--- src/core/gef_params.svh ---
// Purpose: constants of the gpio and error flag logic
// Assumes: 100 MHz clk
// Notes: register indices are the 4-bit spi register pointers
`ifndef GEF_PARAMS_SVH
`define GEF_PARAMS_SVH
// register pointers
`define GEF_REG_GAIN 4'h0
`define GEF_REG_CPHASE 4'h2
`define GEF_REG_ERR 4'h4
`define GEF_REG_PINOUT 4'h6
`define GEF_REG_DIR 4'h8
`define GEF_REG_ECSEN 4'h9
`define GEF_REG_SUPCFG 4'hB
`define GEF_REG_SFR 4'hC
// reset values and magic data
`define GEF_RST_BYTE 8'h00
`define GEF_ERR_CLR_ALL 8'hFF
// error status bit positions
`define GEF_ERR_OVV 0
`define GEF_ERR_GAIN 1
`define GEF_ERR_OUT 2
`define GEF_ERR_CLAMP 3
`define GEF_ERR_CRC 5
// config bit positions
`define GEF_SUP_LSB 0
`define GEF_SUP_MSB 3
`define GEF_LTD_BIT 6
`define GEF_CRC_EN_BIT 7
`define GEF_MUX_LSB 0
`define GEF_MUX_MSB 2
// command byte codes
`define GEF_OP_WRITE 2'b01
`define GEF_OP_RDECS 2'b10
`define GEF_OP_ECS 2'b11
`define GEF_ECS_PIN_MAX 3'h6
// timing
`define GEF_CLK_NS 10
`define GEF_SUP_UNIT_NS 1000
`define GEF_SUP_UNIT_CYC ((`GEF_SUP_UNIT_NS + `GEF_CLK_NS - 1) / `GEF_CLK_NS)
`endif

--- src/core/gef_pkg.sv ---
// Purpose: types of the gpio and error flag logic
// Assumes: nothing
// Notes: constants live in gef_params.svh
package gef_pkg;
	typedef enum logic [2:0] {
		GEF_ST_CMD = 3'b001,
		GEF_ST_ECSW = 3'b010,
		GEF_ST_ECS = 3'b100
	} gef_state_e;
	typedef struct packed {
		logic clamp;
		logic out_stage;
		logic gain_ovl;
		logic overvolt;
	} gef_sens_s;
	typedef logic [6:0] gef_pins_t;
endpackage

--- src/core/gef_core.sv ---
// Purpose: spi register slave, error flags and seven gpio pins
// Assumes: spi pins and analog sensor levels are asynchronous to clk
// Notes: checksum byte is not checked here; its verdict arrives on crc_fail
`include "gef_params.svh"

module gef_core
	import gef_pkg::*;
(
	// clock and reset
	input wire logic clk,
	input wire logic rst_b,
	// spi slave pins
	input wire logic spi_cs_b,
	input wire logic spi_sclk,
	input wire logic spi_sdi,
	output logic spi_sdo,
	output logic spi_sdo_oe,
	// general purpose pins
	input wire gef_pins_t gpio_in,
	output gef_pins_t gpio_out,
	output gef_pins_t gpio_oe,
	// analog sensors and buffer
	input wire gef_sens_s sens_raw,
	input wire logic buffer_active,
	input wire logic oscillator_in,
	input wire logic crc_fail,
	// controls to the analog side
	output logic [7:0] gain_ctrl,
	output logic [7:0] switch_ctrl,
	output logic buffer_trigger,
	output logic buffer_trigger_in,
	output logic sync_in_a
);
	////////////////////////////////////////////////////////////////
	// synchronisers: first stage read only by second
	logic [2:0] spi_m_r, spi_s_r;
	gef_pins_t gpio_m_r, gpio_s_r;
	logic [5:0] an_m_r, an_s_r;
	logic sclk_d_r;
	always_ff @(posedge clk or negedge rst_b) begin
		if (!rst_b) begin
			spi_m_r <= 3'h7;
			spi_s_r <= 3'h7;
			gpio_m_r <= 7'h00;
			gpio_s_r <= 7'h00;
			an_m_r <= 6'h00;
			an_s_r <= 6'h00;
			sclk_d_r <= 1'b1;
		end else begin
			spi_m_r <= {spi_cs_b, spi_sclk, spi_sdi};
			spi_s_r <= spi_m_r;
			gpio_m_r <= gpio_in;
			gpio_s_r <= gpio_m_r;
			an_m_r <= {oscillator_in, buffer_active, sens_raw};
			an_s_r <= an_m_r;
			sclk_d_r <= spi_s_r[1];
		end
	end
	wire cs_hi = spi_s_r[2];
	wire sclk_s = spi_s_r[1];
	wire sdi_s = spi_s_r[0];
	// oscillator is slow beside clk, so two flops cost only a little phase
	wire osc_s = an_s_r[5];
	wire buffer_active_s = an_s_r[4];
	wire [3:0] sens_s = an_s_r[3:0];
	wire sclk_fall = sclk_d_r & ~sclk_s;
	wire sclk_rise = ~sclk_d_r & sclk_s;

	////////////////////////////////////////////////////////////////
	// registers and spi state
	logic [7:0] gain_r, cph_r, err_r, pout_r, dir_r, ecsen_r, sup_r, sfr_r, sw_r;
	logic [7:0] shift_r, cmd_r, rd_r;
	logic [2:0] bit_r, ecs_idx_r;
	logic [1:0] byte_r;
	logic sdo_r, trig_r;
	gef_state_e st_r, st_nxt;

	// register read decode, used only for the read data
	function automatic logic [7:0] reg_rd(input logic [3:0] a);
		case (a)
			`GEF_REG_GAIN: reg_rd = gain_r;
			`GEF_REG_CPHASE: reg_rd = cph_r;
			`GEF_REG_ERR: reg_rd = err_r;
			`GEF_REG_PINOUT: reg_rd = {1'b0, gpio_s_r};
			`GEF_REG_DIR: reg_rd = dir_r;
			`GEF_REG_ECSEN: reg_rd = ecsen_r;
			`GEF_REG_SUPCFG: reg_rd = sup_r;
			`GEF_REG_SFR: reg_rd = sfr_r;
			4'hE: reg_rd = sw_r;
			default: reg_rd = 8'h00;
		endcase
	endfunction

	// byte assembly on falling sclk; ignored while extended select owns the bus
	wire in_cmd = (st_r == GEF_ST_CMD) & ~cs_hi;
	wire [7:0] byte_nxt = {shift_r[6:0], sdi_s};
	wire byte_done = in_cmd & sclk_fall & (bit_r == 3'h7);
	wire cmd_done = byte_done & (byte_r == 2'h0);
	wire is_ecs = (byte_nxt[7:6] == `GEF_OP_ECS) & ~byte_nxt[4] & ~byte_nxt[3];
	wire ecs_ok = is_ecs & (byte_nxt[2:0] <= `GEF_ECS_PIN_MAX) & ecsen_r[byte_nxt[2:0]];
	wire is_trig = byte_nxt[6] & byte_nxt[5]; // write and select only; reserved 00 stays inert
	wire wr_done = byte_done & (byte_r == 2'h1) & (cmd_r[7:6] == `GEF_OP_WRITE);
	wire [3:0] wr_a = cmd_r[3:0];
	wire [7:0] clr_mask = (wr_done & (wr_a == `GEF_REG_ERR)) ? byte_nxt : 8'h00;
	wire ltd = sup_r[`GEF_LTD_BIT];
	wire crc_en = sup_r[`GEF_CRC_EN_BIT];

	// next state of the command engine
	always_comb begin
		st_nxt = st_r;
		case (st_r)
			GEF_ST_CMD: begin
				if (cmd_done & ecs_ok) begin
					st_nxt = cph_r[byte_nxt[2:0]] ? GEF_ST_ECS : GEF_ST_ECSW;
				end
			end
			GEF_ST_ECSW: begin
				if (cs_hi) begin
					st_nxt = GEF_ST_CMD;
				end else if (sclk_rise) begin
					st_nxt = GEF_ST_ECS;
				end
			end
			GEF_ST_ECS: begin
				if (cs_hi) begin
					st_nxt = GEF_ST_CMD;
				end
			end
			default: st_nxt = GEF_ST_CMD;
		endcase
	end

	// spi shift, byte counting; byte 2 is checksum or dummy, then next command
	always_ff @(posedge clk or negedge rst_b) begin
		if (!rst_b) begin
			st_r <= GEF_ST_CMD;
			shift_r <= 8'h00;
			cmd_r <= 8'h00;
			rd_r <= 8'h00;
			bit_r <= 3'h0;
			byte_r <= 2'h0;
			ecs_idx_r <= 3'h0;
			trig_r <= 1'b0;
		end else begin
			st_r <= st_nxt;
			trig_r <= cmd_done & is_trig;
			if (cs_hi) begin
				bit_r <= 3'h0;
				byte_r <= 2'h0;
			end else if (in_cmd & sclk_fall) begin
				shift_r <= byte_nxt;
				bit_r <= bit_r + 3'h1;
				if (bit_r == 3'h7) begin
					byte_r <= (byte_r == 2'h2) ? 2'h0 : byte_r + 2'h1;
				end
			end
			if (cmd_done) begin
				cmd_r <= byte_nxt;
				rd_r <= reg_rd(byte_nxt[3:0]);
				ecs_idx_r <= byte_nxt[2:0];
			end
		end
	end

	// sdo launched on rising sclk during the data byte
	always_ff @(posedge clk or negedge rst_b) begin
		if (!rst_b) begin
			sdo_r <= 1'b0;
		end else if (in_cmd & sclk_rise & (byte_r == 2'h1)) begin
			sdo_r <= rd_r[~bit_r];
		end
	end
	assign spi_sdo = sdo_r;
	assign spi_sdo_oe = in_cmd & (byte_r == 2'h1) & (cmd_r[7:4] == 4'h8);

	// register writes; pins default to inputs with a zero output latch
	always_ff @(posedge clk or negedge rst_b) begin
		if (!rst_b) begin
			gain_r <= `GEF_RST_BYTE;
			cph_r <= `GEF_RST_BYTE;
			pout_r <= `GEF_RST_BYTE;
			dir_r <= `GEF_RST_BYTE;
			ecsen_r <= `GEF_RST_BYTE;
			sup_r <= `GEF_RST_BYTE;
			sfr_r <= `GEF_RST_BYTE;
			sw_r <= `GEF_RST_BYTE;
		end else if (wr_done) begin
			case (wr_a)
				`GEF_REG_GAIN: gain_r <= byte_nxt;
				`GEF_REG_CPHASE: cph_r <= byte_nxt;
				`GEF_REG_PINOUT: pout_r <= byte_nxt;
				`GEF_REG_DIR: dir_r <= byte_nxt;
				`GEF_REG_ECSEN: ecsen_r <= byte_nxt;
				`GEF_REG_SUPCFG: sup_r <= byte_nxt;
				`GEF_REG_SFR: sfr_r <= byte_nxt;
				4'hE: sw_r <= byte_nxt;
				default: ;
			endcase
		end
	end
	assign gain_ctrl = gain_r;
	assign switch_ctrl = sw_r;
	assign buffer_trigger = trig_r;

	////////////////////////////////////////////////////////////////
	// suppression delay: sensor must stay active for the whole window
	logic [10:0] cnt_r [4];
	wire [10:0] sup_lim = 11'(sup_r[`GEF_SUP_MSB:`GEF_SUP_LSB] * `GEF_SUP_UNIT_CYC);
	logic [3:0] filt;
	always_comb begin
		for (int i = 0; i < 4; i++) begin
			filt[i] = sens_s[i] & ~buffer_active_s & (cnt_r[i] >= sup_lim);
		end
	end
	always_ff @(posedge clk or negedge rst_b) begin
		if (!rst_b) begin
			for (int i = 0; i < 4; i++) cnt_r[i] <= 11'h000;
		end else begin
			for (int i = 0; i < 4; i++) begin
				if (!sens_s[i] || buffer_active_s) cnt_r[i] <= 11'h000;
				else if (cnt_r[i] < sup_lim) cnt_r[i] <= cnt_r[i] + 11'h001;
			end
		end
	end

	// live error vector; sensor struct order is clamp,out,gain,overvolt
	logic [7:0] live;
	always_comb begin
		live = 8'h00;
		live[`GEF_ERR_OVV] = filt[0];
		live[`GEF_ERR_GAIN] = filt[1];
		live[`GEF_ERR_OUT] = filt[2];
		live[`GEF_ERR_CLAMP] = filt[3];
		live[`GEF_ERR_CRC] = crc_fail & crc_en;
	end
	// set wins over a clear arriving in the same cycle
	always_ff @(posedge clk or negedge rst_b) begin
		if (!rst_b) err_r <= `GEF_RST_BYTE;
		else if (ltd) err_r <= live;
		else err_r <= (err_r & ~clr_mask) | live;
	end
	wire err_any = |err_r;

	////////////////////////////////////////////////////////////////
	// pin muxing: extended select, then special function, then latch
	wire [2:0] mux_a = gain_r[`GEF_MUX_MSB:`GEF_MUX_LSB];
	wire [6:0] fn_sel = {sfr_r[6:5], 1'b0, sfr_r[3:0]};
	wire [6:0] fn_val = {osc_s, buffer_active_s, 1'b0, err_any, mux_a[2:0]};
	wire ecs_on = (st_r == GEF_ST_ECS);
	always_comb begin
		for (int n = 0; n < 7; n++) begin
			if (ecsen_r[n]) gpio_out[n] = ~(ecs_on & (ecs_idx_r == 3'(n)));
			else if (fn_sel[n]) gpio_out[n] = fn_val[n];
			else gpio_out[n] = pout_r[n];
		end
	end
	assign gpio_oe = dir_r[6:0];
	assign buffer_trigger_in = sfr_r[4] & gpio_s_r[4];
	assign sync_in_a = sfr_r[7] & gpio_s_r[2];

	////////////////////////////////////////////////////////////////
	// checks
	chk_pins_reset: assert property (@(posedge clk) disable iff (!rst_b)
		!$past(rst_b) |-> gpio_oe == 7'h00) else $error("pins not inputs after reset");
	chk_flag_hold: assert property (@(posedge clk) disable iff (!rst_b)
		!ltd && clr_mask == 8'h00 |=> (err_r & $past(err_r)) == $past(err_r))
		else $error("latched flag lost");
	chk_ltd_follow: assert property (@(posedge clk) disable iff (!rst_b)
		ltd |=> err_r == $past(live)) else $error("flags not following live");
	chk_buffer_active_quiet: assert property (@(posedge clk) disable iff (!rst_b)
		buffer_active_s && !crc_fail && !ltd |=> (err_r & ~$past(err_r)) == 8'h00)
		else $error("flag set during buffer active");
	chk_crc_gate: assert property (@(posedge clk) disable iff (!rst_b)
		!crc_en && !err_r[`GEF_ERR_CRC] |=> !err_r[`GEF_ERR_CRC])
		else $error("checksum flag set while disabled");
	chk_sup_delay: assert property (@(posedge clk) disable iff (!rst_b)
		sup_r[3:0] != 4'h0 && !ltd && $rose(sens_s[0]) && !err_r[0] |-> ##1 !err_r[0])
		else $error("suppression delay bypassed");
	chk_err_pin: assert property (@(posedge clk) disable iff (!rst_b)
		sfr_r[3] && !ecsen_r[3] |-> gpio_out[3] == (err_r != 8'h00))
		else $error("error pin mismatch");
	chk_mux_drive: assert property (@(posedge clk) disable iff (!rst_b)
		sfr_r[1] && !ecsen_r[1] |-> gpio_out[1] == gain_r[1]) else $error("mux pin wrong");
	chk_ecs_release: assert property (@(posedge clk) disable iff (!rst_b)
		cs_hi |=> !ecs_on) else $error("extended select held after cs");
	chk_sdo_quiet: assert property (@(posedge clk) disable iff (!rst_b)
		st_r != GEF_ST_CMD |-> !spi_sdo_oe) else $error("sdo driven in ecs");
	chk_ecs_phase: assert property (@(posedge clk) disable iff (!rst_b)
		cmd_done && ecs_ok && cph_r[byte_nxt[2:0]] |=> ecs_on)
		else $error("phase 1 select late");
	cov_ecs: cover property (@(posedge clk) disable iff (!rst_b) $rose(ecs_on));
	cov_flag: cover property (@(posedge clk) disable iff (!rst_b) $rose(err_any));
	cov_clear: cover property (@(posedge clk) disable iff (!rst_b) clr_mask != 8'h00);
	cov_read: cover property (@(posedge clk) disable iff (!rst_b) $rose(spi_sdo_oe));
endmodule

--- config.mk ---
export PLATFORM = sky130hd
export DESIGN_NAME = gef_core
export DESIGN_NICKNAME = d
export VERILOG_FILES = /design/src/core/gef_pkg.sv /design/src/core/gef_core.sv
export VERILOG_INCLUDE_DIRS = /design/src /design/src/core
export SDC_FILE = /design/constraint.sdc
export NUM_CORES = 1
export LEC_CHECK = 0
export ABC_AREA = 1
export ABC_CLOCK_PERIOD_IN_PS = 6100
export BUFFER_PORTS_ARGS = -buffer_cell sky130_fd_sc_hd__buf_2
export CAP_MARGIN = 20
export CORE_MARGIN = 4
export CORE_UTILIZATION = 33
export DETAILED_ROUTE_END_ITERATION = 6
export PLACE_DENSITY = 0.47
export SLEW_MARGIN = 40
export SYNTH_ARGS = -nofsm -noshare
export SYNTH_HDL_FRONTEND = slang
export SYNTH_SLANG_ARGS = --single-unit
--- constraint.sdc ---
create_clock -name clk -period 6.1 [get_ports clk]
set_input_delay 1.22 -clock clk [delete_from_list [all_inputs] [get_ports clk]]
set_output_delay 1.22 -clock clk [all_outputs]
set_load 0.02 [all_outputs]
==> impl_metrics.prom <==
# TYPE chip_impl_metric gauge
chip_impl_info{name="most_frequent_cells_in_the_layout",value="315 x nand2_1, 173 x dfrtp_1, 147 x inv_1, 85 x nand3_1, 62 x nand4_1"} 1
chip_impl_metric{name="cellLeakagePower",unit="nW"} 5.70
chip_impl_metric{name="path_clk_slew",unit="ns"} 0.08
chip_impl_metric{name="drt-initial-drc-count",unit=""} 596
chip_impl_info{name="crit_end",value="err_r[3]"} 1
chip_impl_metric{name="synth_cell_type_count",unit=""} 45
chip_impl_metric{name="die-width",unit="µm"} 187
chip_impl_metric{name="tritoncts.num_buffers",unit=""} 17
chip_impl_metric{name="pin_count_of_the_biggest_net_entering_global_routing",unit=""} 52
chip_impl_metric{name="wl_per_cell",unit="µm"} 16.5
chip_impl_metric{name="worst_slew_margin_rel",unit="%"} 55.2
chip_impl_metric{name="remaining_drcs",unit=""} 0
chip_impl_info{name="dominantRegCellSynth",value="dfrtp_1"} 1
chip_impl_metric{name="cp_data_arrival_time",unit="ns"} 3.67
chip_impl_metric{name="final_nets",unit=""} 1359
chip_impl_info{name="timing.rr.start",value="sup_r[0]"} 1
chip_impl_metric{name="postCtsResizedCells",unit=""} 0
chip_impl_metric{name="gpl.final_weighted_congestion",unit=""} 0.823
chip_impl_metric{name="crit_fanout",unit=""} 12
chip_impl_metric{name="clock_net_sink_count",unit=""} 181
chip_impl_metric{name="syn_area",unit="µm²"} 10500
chip_impl_metric{name="reg_area",unit="µm²"} 4540
chip_impl_metric{name="largest_register_ffs",unit=""} 44
chip_impl_info{name="run_status",value="finished clean"} 1
chip_impl_metric{name="max_stage_delay",unit="ns"} 0.53
chip_impl_metric{name="finalWorstPathRequiredPeriod",unit="ns"} 3.34
chip_impl_metric{name="fp.dieArea",unit="µm²"} 34800
chip_impl_metric{name="nFillCells",unit=""} 3245
chip_impl_info{name="mostFrequentLayoutCell",value="nand2_1"} 1
chip_impl_info{name="clk_root_buffer_cell",value="clkbuf_16"} 1
chip_impl_metric{name="synth_enable_flop_cells",unit=""} 0
chip_impl_metric{name="top_level_ports",unit=""} 54
chip_impl_metric{name="timing.critical_path.depth",unit=""} 13
chip_impl_metric{name="h-tree-depth",unit=""} 4
chip_impl_metric{name="grt_antenna_before_repair",unit=""} 1
chip_impl_metric{name="r2r_worst_path_depth",unit=""} 13
chip_impl_metric{name="avgSynthCellArea",unit="µm²"} 8.32
chip_impl_metric{name="grt_pass1_wl",unit="µm"} 46100
chip_impl_metric{name="timing.final.hold_violations",unit=""} 0
chip_impl_metric{name="drtAntennaViolNets",unit=""} 0
chip_impl_metric{name="pwrdens",unit="nW/µm²"} 236
chip_impl_metric{name="final_layout_size_suffix_gt1_share",unit="%"} 16.1
chip_impl_info{name="critical_path.cell_chain",value="ha_1, ha_1, fa_1, xnor2_1, ha_1, nand2_1, inv_1, nand2_1, nand2_1, nand3_4, nand2_4, nand2_1, nand3_1"} 1
chip_impl_metric{name="via_per_inst",unit=""} 4.91
chip_impl_metric{name="std_cell_rows",unit=""} 65
chip_impl_info{name="unrepaired_setup_endpoints_after_global_routing",value="no"} 1
chip_impl_metric{name="detail_route.first_pass.iterations",unit=""} 5
chip_impl_info{name="critical_path_source_type",value="register"} 1
chip_impl_metric{name="total_negative_setup_slacks",unit="ns"} 0
chip_impl_info{name="cts_tree",value="yes"} 1
chip_impl_metric{name="post_cts_buffers",unit=""} 0
chip_impl_metric{name="yosysSeqAreaShare",unit="%"} 43.1
chip_impl_metric{name="global_route_usage_over_all_layers",unit="%"} 16.4
chip_impl_metric{name="regToRegSetupSlack",unit="ns"} 2.76
chip_impl_metric{name="floorplan.initialDensity",unit="%"} 33.4
chip_impl_info{name="critical_path.most_common_cell",value="nand2_1"} 1
chip_impl_info{name="cp-startpoint",value="sup_r[0]"} 1
chip_impl_metric{name="hold_buffers",unit=""} 0
chip_impl_metric{name="dieHeight",unit="µm"} 187
chip_impl_metric{name="area_growth_syn_to_layout",unit="%"} 10.9
chip_impl_metric{name="worst-path-buf-inv",unit=""} 1
chip_impl_metric{name="port-buffer-count",unit=""} 53
chip_impl_metric{name="synth-seq-cells",unit=""} 181
chip_impl_info{name="worst_path_max_delay_cell",value="dfrtp_1"} 1
chip_impl_metric{name="clock_skew",unit="ns"} 0.0146
chip_impl_metric{name="setup_viol_count_final",unit=""} 0
chip_impl_metric{name="postSynthNetCount",unit=""} 1332
chip_impl_metric{name="clock_path_buffers",unit=""} 2
chip_impl_info{name="largest_register",value="cnt_r"} 1
chip_impl_info{name="critPathKind",value="reg -> reg"} 1
chip_impl_metric{name="synthArstFlopShare",unit="%"} 100
chip_impl_metric{name="multi_input_area",unit="µm²"} 5060
chip_impl_metric{name="core-area",unit="µm²"} 31500
chip_impl_metric{name="route.final.wire_length",unit="µm"} 28200
chip_impl_metric{name="num_antenna_cells",unit=""} 0
chip_impl_metric{name="final_min_period_over_clock_period",unit="%"} 54.8
chip_impl_metric{name="placed_wire_length_estimate_after_detailed_placement",unit="µm"} 20300
chip_impl_info{name="worstSetupEndpointType",value="register"} 1
chip_impl_metric{name="final_max_slew_viol_count",unit=""} 0
chip_impl_metric{name="postSynthCellCount",unit=""} 1265
chip_impl_metric{name="fmax",unit="GHz"} 0.299
chip_impl_metric{name="first_global_vias",unit=""} 8109
chip_impl_metric{name="final_cell_area",unit="µm²"} 11700
chip_impl_metric{name="worst-endpoint-required",unit="ns"} 6.43
chip_impl_info{name="crit-reg2reg-capture",value="err_r[3]"} 1
chip_impl_metric{name="insertion_delay",unit="ns"} 0.44
chip_impl_metric{name="yosys_warnings",unit=""} 0
chip_impl_metric{name="drv.max_cap_violation_count",unit=""} 0
chip_impl_metric{name="overflow_left_after_global_routing",unit=""} 0
chip_impl_info{name="cpLargestDelayFamily",value="adder cells"} 1
chip_impl_metric{name="postPlaceCellArea",unit="µm²"} 11000
chip_impl_metric{name="irDropWorstVdd",unit="mV"} 0.144
chip_impl_info{name="min-delay-path-class",value="reg -> reg"} 1
chip_impl_metric{name="worst-slew-pin-transition",unit="ns"} 0.671
chip_impl_metric{name="detailroute.via_count",unit=""} 8376
## kinds of logic (layout without fill, tap and decap cells)
family / after synthesis / in the layout / share of synthesized area, %
flops: 181 / 181 / 43.1
buf+inv: 207 / 247 / 8.99
fa+ha+maj: 48 / 48 / 5.78
simple gates: 639 / 639 / 31.2
compound gates: 163 / 163 / 8.71
xor+xnor: 27 / 27 / 2.25
## cell usage after synthesis (9+ instances only)
library cell,count,area share (%)
nand2_1,315,11
dfrtp_1,173,41
inv_1,147,5.2
nand3_1,85,4.0
nand4_1,62,3.7
o21ai_1,61,2.9
nor2_1,55,2.0
ha_1,47,5.6
nand3_2,43,4.1
o21ai_0,42,2.0
a21oi_1,37,1.8
nor3_1,21,1.0
buf_2,20,0.95
xor2_1,20,1.7
nand2_2,14,0.83
nand2_4,11,1.2
buf_4,10,0.71
clkbuf_1,10,0.36
buf_6,9,0.96
## final cells by class
class | count | share of cell area, %
clock buffers | 17 | 3.64
multi-input cells | 877 | 43.4
well taps | 402 | 4.31
flip-flops and latches | 181 | 38.9
repair buffers | 61 | 3.03
inverters | 154 | 4.95
clock inverters | 15 | 1.79
## how the worst min path moves through the flow
stage / startpoint / endpoint / slack [ns] / cells after the start
after floorplan: an_m_r[0] / an_s_r[0] / 0.33 / 0
after global placement: gpio_m_r[6] / gpio_s_r[6] / 0.33 / 0
after detailed placement: an_m_r[5] / an_s_r[5] / 0.33 / 0
after CTS: gpio_m_r[0] / gpio_s_r[0] / 0.35 / 0
after global routing: an_m_r[0] / an_s_r[0] / 0.35 / 0
final: gpio_m_r[0] / gpio_s_r[0] / 0.35 / 0
## where the power goes
part / total, mW / internal (mW) / switching, mW
clock: 1.19 / 0.632 / 0.554
sequential: 1.28 / 1.24 / 0.0466
combinational: 0.286 / 0.0611 / 0.225
total: 2.75 / 1.93 / 0.826
## per-stage QoR
step	total power [mW]	hold slack, ns	instances	worst slack, ns	util, %
after detailed placement	1.59	0.335	1675	2.71	35.1
after global placement	1.59	0.331	1674	2.81	34.9
after floorplan	1.46	0.331	1265	3.36	-
after CTS	2.79	0.352	1707	2.72	37.1
after global routing	2.88	0.355	1707	2.53	37.1
final	2.75	0.348	1707	2.76	37.1
## per-layer routing
metal / GRT usage [%] / wire [µm]
met5: 0 / 0
met4: 3.78 / 340
met3: 2.49 / 1000
met2: 24.8 / 12400
met1: 24.7 / 14400
No activity file was read; power rests on OpenSTA's default activity.
